--- config.mk ---
export PLATFORM = sky130hd
export DESIGN_NAME = serial_mode_port
export DESIGN_NICKNAME = d
export VERILOG_FILES = /design/src/design/byte_fifo.v /design/src/design/serial_mode_port.v
export VERILOG_INCLUDE_DIRS = /design/src /design/src/design
export SDC_FILE = /design/constraint.sdc
export NUM_CORES = 1
export LEC_CHECK = 0
export ABC_AREA = 1
export BUFFER_PORTS_ARGS = -buffer_cell sky130_fd_sc_hd__buf_2
export CAP_MARGIN = 20
export CORE_UTILIZATION = 55
export CTS_CLUSTER_SIZE = 16
export DETAILED_ROUTE_END_ITERATION = 8
export PLACE_DENSITY = 0.74
export SYNTH_ARGS = -nofsm -noshare
export SYNTH_HDL_FRONTEND = slang
export SYNTH_SLANG_ARGS = --single-unit
--- constraint.sdc ---
create_clock -name mclk -period 6.55 [get_ports mclk]
set_input_delay 0.655 -clock mclk [delete_from_list [all_inputs] [get_ports mclk]]
set_output_delay 0.655 -clock mclk [all_outputs]
set_load 0.02 [all_outputs]
--- src/design/serial_defs.vh ---
`ifndef SERIAL_DEFS_VH
`define SERIAL_DEFS_VH
// master clock rate and derived times
`define CLK_HZ              25000000
`define RESTORE_HOLD_MS     450
`define RESTORE_HOLD_CYC    (`CLK_HZ / 1000 * `RESTORE_HOLD_MS)
`define RESET_PULSE_US      20
`define RESET_PULSE_CYC     (`CLK_HZ / 1000000 * `RESET_PULSE_US)
// serial format
`define BAUD_DIV            16'd217
`define BAUD_HALF           16'd108
`define FIFO_WIDTH          8
`define FIFO_DEPTH          16
`define FIFO_AW             4
// configuration image
`define CFG_WORDS           8
`define CFG_AW              3
`define CFG_FACTORY         8'h00
`endif

--- src/design/byte_fifo.v ---
`timescale 1ns/1ps
module byte_fifo #(
  parameter WIDTH = 8,
  parameter DEPTH = 16,
  parameter AW    = 4
) (
  // clock and reset
  input  wire             mclk,
  input  wire             rst_n,
  input  wire             ce,
  // fill side
  input  wire             in_valid,
  output wire             in_ready,
  input  wire [WIDTH-1:0] in_data,
  // drain side
  output wire             out_valid,
  input  wire             out_ready,
  output reg  [WIDTH-1:0] out_data
);
  reg [WIDTH-1:0] mem [0:DEPTH-1];
  reg [AW:0]      wr_q;
  reg [AW:0]      rd_q;
  reg             have_q;
  wire [AW:0]     count = wr_q - rd_q;
  wire            empty = (count == {(AW+1){1'b0}});
  wire            pop   = have_q && out_ready;
  wire            fetch = !empty && (!have_q || pop);

  // depth is a power of two, so the top count bit marks full
  assign in_ready  = !count[AW];
  assign out_valid = have_q;

  always @(posedge mclk)
  begin
    if (ce && in_valid && in_ready)
      mem[wr_q[AW-1:0]] <= in_data;
  end

  // read data leaves from a register
  always @(posedge mclk or negedge rst_n)
  begin
    if (!rst_n)
    begin
      wr_q     <= {(AW+1){1'b0}};
      rd_q     <= {(AW+1){1'b0}};
      have_q   <= 1'b0;
      out_data <= {WIDTH{1'b0}};
    end
    else if (ce)
    begin
      if (in_valid && in_ready)
        wr_q <= wr_q + 1'b1;
      if (fetch)
      begin
        out_data <= mem[rd_q[AW-1:0]];
        rd_q     <= rd_q + 1'b1;
        have_q   <= 1'b1;
      end
      else if (pop)
        have_q <= 1'b0;
    end
  end
endmodule

--- src/design/serial_mode_port.v ---
// Operation
// RQ1 - clear-to-send low while bytes can be accepted
// RQ2 - host pauses while clear-to-send is high
// RQ3 - command-select low makes bytes register commands
// RQ4 - command-select high passes bytes through transparently
// RQ5 - command-select low at reset restores factory defaults
// RQ6 - host keeps command-select high at power-up
// RQ7 - host holds command-select low 450 ms
// RQ8 - every reset loads working copies from stored
// RQ9 - reset pin held low at least 20 us
`timescale 1ns/1ps
`include "serial_defs.vh"
module serial_mode_port #(
  parameter RESTORE_CYC = `RESTORE_HOLD_CYC
) (
  // clock, reset, enable
  input  wire       mclk,
  input  wire       rstn,
  input  wire       ce,
  // host pins
  input  wire       rxd,
  output reg        txd,
  output reg        cts_n,
  input  wire       cmd_n,
  // link side
  output reg  [7:0] link_tx_data,
  output reg        link_tx_valid,
  input  wire       link_tx_ready,
  input  wire [7:0] link_rx_data,
  input  wire       link_rx_valid,
  output reg        link_rx_ready,
  // command side
  output reg  [7:0] cmd_byte,
  output reg        cmd_valid,
  // status
  output reg        restore_done,
  output reg        cfg_loaded
);
  localparam ST_LOAD  = 2'd0;
  localparam ST_RUN   = 2'd1;
  localparam RX_IDLE  = 2'd0;
  localparam RX_DATA  = 2'd1;
  localparam RX_STOP  = 2'd2;
  localparam RX_START = 2'd3;

  reg [1:0]  rs_q;
  wire       rst_n = rs_q[1];
  reg [2:0]  rx_s_q;
  reg [2:0]  cmd_s_q;
  reg        rx_f_q;
  reg        cmd_f_q;
  // working and stored images; stored sits in registers, kept small
  reg [7:0]  nv_q   [0:`CFG_WORDS-1];
  reg [7:0]  work_q [0:`CFG_WORDS-1];
  reg [1:0]  st_q;
  reg [`CFG_AW:0] ld_q;
  reg        strap_q;
  reg        strap_seen_q;
  reg [2:0]  settle_q;
  reg [4:0]  occ_q;
  reg [31:0] hold_q;
  reg [1:0]  rst_q;
  reg [15:0] rbaud_q;
  reg [2:0]  rbit_q;
  reg [7:0]  rsh_q;
  reg        rvalid_q;
  reg [15:0] tbaud_q;
  reg [3:0]  tbit_q;
  reg [9:0]  tsh_q;
  wire       f_in_ready;
  wire       f_out_valid;
  wire [7:0] f_out_data;
  reg        f_out_ready;

  always @(posedge mclk or negedge rstn)
  begin
    if (!rstn)
      rs_q <= 2'b00;
    else
      rs_q <= {rs_q[0], 1'b1};
  end

  // pins pass three stages, change taken when last two agree
  always @(posedge mclk or negedge rst_n)
  begin
    if (!rst_n)
    begin
      rx_s_q  <= 3'b111;
      cmd_s_q <= 3'b111;
      rx_f_q  <= 1'b1;
      cmd_f_q <= 1'b1;
    end
    else if (ce)
    begin
      rx_s_q  <= {rx_s_q[1:0], rxd};
      cmd_s_q <= {cmd_s_q[1:0], cmd_n};
      if (rx_s_q[2] == rx_s_q[1])
        rx_f_q <= rx_s_q[2];
      if (cmd_s_q[2] == cmd_s_q[1])
        cmd_f_q <= cmd_s_q[2];
    end
  end

  // byte receiver
  always @(posedge mclk or negedge rst_n)
  begin
    if (!rst_n)
    begin
      rst_q    <= RX_IDLE;
      rbaud_q  <= 16'h0000;
      rbit_q   <= 3'h0;
      rsh_q    <= 8'h00;
      rvalid_q <= 1'b0;
    end
    else if (ce)
    begin
      rvalid_q <= 1'b0;
      case (rst_q)
        RX_IDLE:
          if (!rx_f_q && st_q == ST_RUN)
          begin
            rbaud_q <= `BAUD_HALF;
            rbit_q  <= 3'h0;
            rst_q   <= RX_START;
          end
        // start bit checked at mid-bit, glitches drop back to idle
        RX_START:
          if (rbaud_q == 16'h0000)
          begin
            rbaud_q <= `BAUD_DIV - 16'd1;
            if (!rx_f_q)
              rst_q <= RX_DATA;
            else
              rst_q <= RX_IDLE;
          end
          else
            rbaud_q <= rbaud_q - 16'h0001;
        RX_DATA:
          if (rbaud_q == 16'h0000)
          begin
            rbaud_q <= `BAUD_DIV - 16'd1;
            rsh_q  <= {rx_f_q, rsh_q[7:1]};
            rbit_q <= rbit_q + 3'h1;
            if (rbit_q == 3'h7)
              rst_q <= RX_STOP;
          end
          else
            rbaud_q <= rbaud_q - 16'h0001;
        RX_STOP:
          if (rbaud_q == 16'h0000)
          begin
            if (rx_f_q)
              rvalid_q <= 1'b1;
            rst_q <= RX_IDLE;
          end
          else
            rbaud_q <= rbaud_q - 16'h0001;
        default:
          rst_q <= RX_IDLE;
      endcase
    end
  end

  // reset sampling of command-select, restore and load
  always @(posedge mclk or negedge rst_n)
  begin : cfg_blk
    integer i;
    if (!rst_n)
    begin
      st_q         <= ST_LOAD;
      ld_q         <= {(`CFG_AW+1){1'b0}};
      strap_q      <= 1'b0;
      strap_seen_q <= 1'b0;
      settle_q     <= 3'h0;
      hold_q       <= 32'h00000000;
      restore_done <= 1'b0;
      cfg_loaded   <= 1'b0;
      for (i = 0; i < `CFG_WORDS; i = i + 1)
        work_q[i] <= `CFG_FACTORY;
    end
    else if (ce)
    begin
      // synchroniser holds its reset value for a few cycles
      if (!strap_seen_q)
      begin
        if (settle_q == 3'h4)
        begin
          strap_seen_q <= 1'b1;
          // RQ5 strap caught after release
          strap_q      <= !cmd_f_q;
        end
        else
          settle_q <= settle_q + 3'h1;
      end
      if (strap_q && !restore_done)
      begin
        if (cmd_f_q)
        begin
          // RQ5 restore factory on release
          if (hold_q >= RESTORE_CYC)
          begin
            for (i = 0; i < `CFG_WORDS; i = i + 1)
              nv_q[i] <= `CFG_FACTORY;
            restore_done <= 1'b1;
          end
          strap_q <= 1'b0;
        end
        else if (hold_q < RESTORE_CYC)
          hold_q <= hold_q + 32'h00000001;
      end
      if (st_q == ST_LOAD && strap_seen_q && !strap_q)
      begin
        // RQ8 working copies from stored
        if (ld_q == `CFG_WORDS)
        begin
          st_q       <= ST_RUN;
          cfg_loaded <= 1'b1;
        end
        else
        begin
          work_q[ld_q[`CFG_AW-1:0]] <= nv_q[ld_q[`CFG_AW-1:0]];
          ld_q <= ld_q + 1'b1;
        end
      end
    end
  end

  // RQ3 RQ4 route each received byte by mode
  always @(posedge mclk or negedge rst_n)
  begin
    if (!rst_n)
    begin
      cmd_byte  <= 8'h00;
      cmd_valid <= 1'b0;
    end
    else if (ce)
    begin
      cmd_valid <= rvalid_q && !cmd_f_q;
      if (rvalid_q && !cmd_f_q)
        cmd_byte <= rsh_q;
    end
  end

  byte_fifo #(
    .WIDTH (`FIFO_WIDTH),
    .DEPTH (`FIFO_DEPTH),
    .AW    (`FIFO_AW)
  ) u_fifo (
    .mclk      (mclk),
    .rst_n     (rst_n),
    .ce        (ce),
    .in_valid  (rvalid_q && cmd_f_q),
    .in_ready  (f_in_ready),
    .in_data   (rsh_q),
    .out_valid (f_out_valid),
    .out_ready (f_out_ready),
    .out_data  (f_out_data)
  );

  always @*
  begin
    f_out_ready = !link_tx_valid || link_tx_ready;
  end

  // link output stage and flow control
  always @(posedge mclk or negedge rst_n)
  begin
    if (!rst_n)
    begin
      link_tx_data  <= 8'h00;
      link_tx_valid <= 1'b0;
      cts_n         <= 1'b1;
      occ_q         <= 5'h00;
    end
    else if (ce)
    begin
      // bytes held in the fifo, its output register included
      occ_q <= occ_q + {4'h0, rvalid_q && cmd_f_q && f_in_ready}
                     - {4'h0, f_out_valid && f_out_ready};
      if (f_out_valid && f_out_ready)
      begin
        link_tx_data  <= f_out_data;
        link_tx_valid <= 1'b1;
      end
      else if (link_tx_ready)
        link_tx_valid <= 1'b0;
      // RQ1 pause host near full
      // three-byte margin covers synchroniser and a byte in flight
      cts_n <= !(st_q == ST_RUN && f_in_ready && (occ_q < 5'd14));
    end
  end

  // RQ4 peer data out on transmit line
  always @(posedge mclk or negedge rst_n)
  begin
    if (!rst_n)
    begin
      txd           <= 1'b1;
      tbaud_q       <= 16'h0000;
      tbit_q        <= 4'h0;
      tsh_q         <= 10'h3ff;
      link_rx_ready <= 1'b0;
    end
    else if (ce)
    begin
      link_rx_ready <= 1'b0;
      if (tbit_q == 4'h0)
      begin
        if (link_rx_valid && !link_rx_ready && st_q == ST_RUN)
        begin
          tsh_q         <= {1'b1, link_rx_data, 1'b0};
          // eleventh step keeps the stop bit a full bit long
          tbit_q        <= 4'd11;
          tbaud_q       <= 16'h0000;
          link_rx_ready <= 1'b1;
        end
      end
      else if (tbaud_q == 16'h0000)
      begin
        txd     <= tsh_q[0];
        tsh_q   <= {1'b1, tsh_q[9:1]};
        tbit_q  <= tbit_q - 4'h1;
        tbaud_q <= `BAUD_DIV - 16'd1;
      end
      else
        tbaud_q <= tbaud_q - 16'h0001;
    end
  end
endmodule

==> qor.yml <==
ff2ff_path_depth: 19
syn_inst: 1450
wl_per_cell_um: 16.2
p_leak_nw: 6.52
synth_seq_area_share_pct: 57.1
synth_ff_type: "dfrtp_1"
core-area_um2: 24300
cts_tree: "done"
worstSetupStartpointType: "register"
grt_pass1_wl_um: 49500
maxCapViolCount: 0
worst_pin_slew_ps: 1140
grtUsageTotal_pct: 24.0
ioPinCount: 38
rr_startpoint: "u_fifo.rd_q[1]$_DFFE_PN0P_"
fmax_mhz: 246
cts.path.max_buffers: 3
dp_hpwl_um: 19700
worstHoldStart: "link_rx_data[0]"
cts_buffers: 30
relSlewSlack_pct: 23.7
grt-ovfl-total: 0
pwr_density_cell_nw_per_um2: 379
status: "finished clean"
chipHeight_um: 160
grt_max_degree: 70
vias_per_cell: 5.51
pre_cts_ws_ps: 2590
vias: 10081
grt_pass1_vias: 9904
synth-warning-count: 0
cp-end-kind: "register"
initial_core_util_pct: 56.2
worstPathArrival_ps: 4530
postSynth.asyncResetShare_pct: 55.1
antenna_found_initial: 1
synth_top_area_share_pct: 28.1
path_class: "register to register"
row_count: 57
min_period_over_period_pct: 62.1
min_delay_path_depth: 3
synth_edf_count: 128
ant_nets: 0
cp_max_fo: 52
root_buffer: "clkbuf_16"
hold_viol_final: 0
fin_nets: 1526
die_x_um: 160
drive_gt1_share_pct: 12.1
syn_area_per_cell_um2: 9.42
gp_congestion: 0.887
ff2ff_setup_slack_ps: 2480
finalSetupTns_ps: 0
slew_viol_final: 0
fin_crit_ps: 4070
syn2layout_area_growth_pct: 10.6
synth.distinct_cells: 57
rsz0062_at_grt: "no"
drtIter0Drc: 942
drt_pass1_iterations: 5
wirelength_um: 29600
setup_viol: 0
port_buffers: 37
synth_top_cell_by_area: "edfxtp_1"
cts_resized: 0
setup_ws_ps: 2480
required_ps: 7010
synth_fp_nets: 1496
r2r-end: "occ_q[4]$_DFFE_PN0P_"
synth_area_um2: 13700
cts_sinks: 285
h-tree-depth: 1
clk_latency_ps: 560
clk_pin_slew_ps: 60
synth_area_leaders: "edfxtp_1, dfrtp_1, nand2_1"
skew_ps: 9.73
route.detailed.drc: 0
dieArea_um2: 25500
vdd_drop_max_uv: 253
hold-path-endpoint: "tsh_q[1]$_DFFE_PN1P_"
hold_class: "input pin to register"
ys_seq_elements: 285
## critical path: stages (launching register included)
cell and delay, ps:
dfrtp_1 350, buf_4 410, inv_1 360, fa_1 550, nand3_1 100, nand2_1 70, or2_1 220, nand2_2 110
inv_2 80, nand3_1 70, ha_1 220, inv_1 60, ha_1 150, inv_1 50, fa_1 380, or2_2 320
nand2_1 60, a21oi_1 60, xor2_1 140, o21ai_0 160
## synthesized netlist by cell type, drive strengths merged, types with 3 or more instances
library cell,count
xnor2,11
mux2,8
clkbuf,25
xor2,27
nand2,365
o22ai,21
o211ai,18
dfrtp,138
dfstp,19
a31oi,9
edfxtp,128
nand3,69
o21ai,131
nor2,203
nand4,37
inv,118
nor3,29
a21oi,16
ha,29
or2,3
buf,26
## cell families (layout without fill, tap and decap cells)
kind of cell,Yosys count,after routing,share of synthesized area (%)
compound gates,205,205,8.57
xor+xnor,38,38,2.44
other cells,1,2,0.0275
buf+inv,171,225,5.42
simple gates,711,711,22.8
flops,285,285,57.1
fa+ha+maj,31,31,2.95
mux,8,8,0.660
## through the flow
step / power [W] / hold WS, ps / area, um^2 / cells / utilization (%)
floorplan: 0.00356 / 331 / 13700 / 1450 / -
global route: 0.00607 / 331 / 15100 / 1829 / 62.1
finish: 0.00572 / 331 / 15100 / 1829 / 62.1
detailed placement: 0.00395 / 337 / 14000 / 1765 / 57.6
global placement: 0.00390 / 343 / 14000 / 1765 / 57.6
CTS: 0.00574 / 308 / 15100 / 1822 / 62.0
## where the power goes
part           internal, W  total [W]  switching, W
sequential         0.00212    0.00234      0.000213
clock              0.00108    0.00178      0.000701
combinational     0.000549    0.00160       0.00105
total              0.00376    0.00572       0.00197
## per-layer routing
metal	up-vias	wire, um	track usage (%)
li1	4905	-	-
met1	4830	13400	34.4
met2	296	13700	38.0
met3	50	1920	3.41
met4	0	586	7.21
met5	-	0	0
## state kept, by name (all words and copies together) (netlist names), 2 cells and up
register / flops
cmd_byte: 8
cmd_s_q: 3
hold_q: 32
ld_q: 4
link_tx_data: 8
occ_q: 5
rbaud_q: 16
rbit_q: 3
rs_q: 2
rsh_q: 8
rst_q: 2
rx_s_q: 3
settle_q: 3
tbaud_q: 16
tbit_q: 4
tsh_q: 9
u_fifo.mem: 128
u_fifo.out_data: 8
u_fifo.rd_q: 5
u_fifo.wr_q: 5
## layout make-up
type                            count  area (um^2)
Timing Repair Buffer               49          270
Inverter                          120          453
Fill cell                        1939         9210
Clock inverter                     12          185
Antenna cell                        1         2.50
Clock buffer                       44          873
Multi-Input combinational cell    994         5120
Tap cell                          324          405
Sequential cell                   285         7800
## worst max path at each step
stage | from | to | slack (ps)
4_1_cts | u_fifo.rd_q[1]$_DFFE_PN0P_ | occ_q[4]$_DFFE_PN0P_ | 2530
3_5_place_dp | u_fifo.rd_q[1]$_DFFE_PN0P_ | occ_q[4]$_DFFE_PN0P_ | 2590
6_report | u_fifo.rd_q[1]$_DFFE_PN0P_ | occ_q[4]$_DFFE_PN0P_ | 2480
2_1_floorplan | rs_q[1]$_DFF_PN0_ | cfg_loaded$_DFFE_PN0P_ | 1880
3_3_place_gp | u_fifo.rd_q[1]$_DFFE_PN0P_ | occ_q[4]$_DFFE_PN0P_ | 2710
5_1_grt | u_fifo.rd_q[1]$_DFFE_PN0P_ | occ_q[4]$_DFFE_PN0P_ | 2170
## cells in the final DEF (no fill, tap or decap), types with 3 or more instances in the layout
cell type | netlist | routed
xnor2_1 | 11 | 11
o211ai_1 | 18 | 18
inv_1 | 107 | 107
nor2_1 | 181 | 181
edfxtp_1 | 128 | 128
a21oi_1 | 14 | 14
clkbuf_4 | 0 | 3
dfstp_2 | 19 | 19
nor3_1 | 26 | 26
nand4_1 | 36 | 36
nand3_1 | 67 | 67
buf_4 | 3 | 5
nor2_2 | 16 | 16
ha_1 | 29 | 29
clkbuf_8 | 0 | 7
a31oi_1 | 8 | 8
o21ai_1 | 14 | 14
o21ai_0 | 117 | 117
clkbuf_16 | 0 | 30
o22ai_1 | 21 | 21
nand2_4 | 3 | 3
nand2_2 | 8 | 8
mux2_2 | 8 | 8
clkinv_2 | 0 | 3
dfrtp_1 | 138 | 136
nor2_4 | 4 | 4
nand2_1 | 354 | 354
buf_2 | 13 | 40
inv_2 | 10 | 10
clkbuf_1 | 24 | 7
bufinv_16 | 0 | 4
xor2_1 | 27 | 27
## what timing repair did
action,in CTS,in global routing
hold buffers,1,0
endpoints found under the hold margin,2,0
setup buffers,0,0
(Power assumes the default switching activity.)
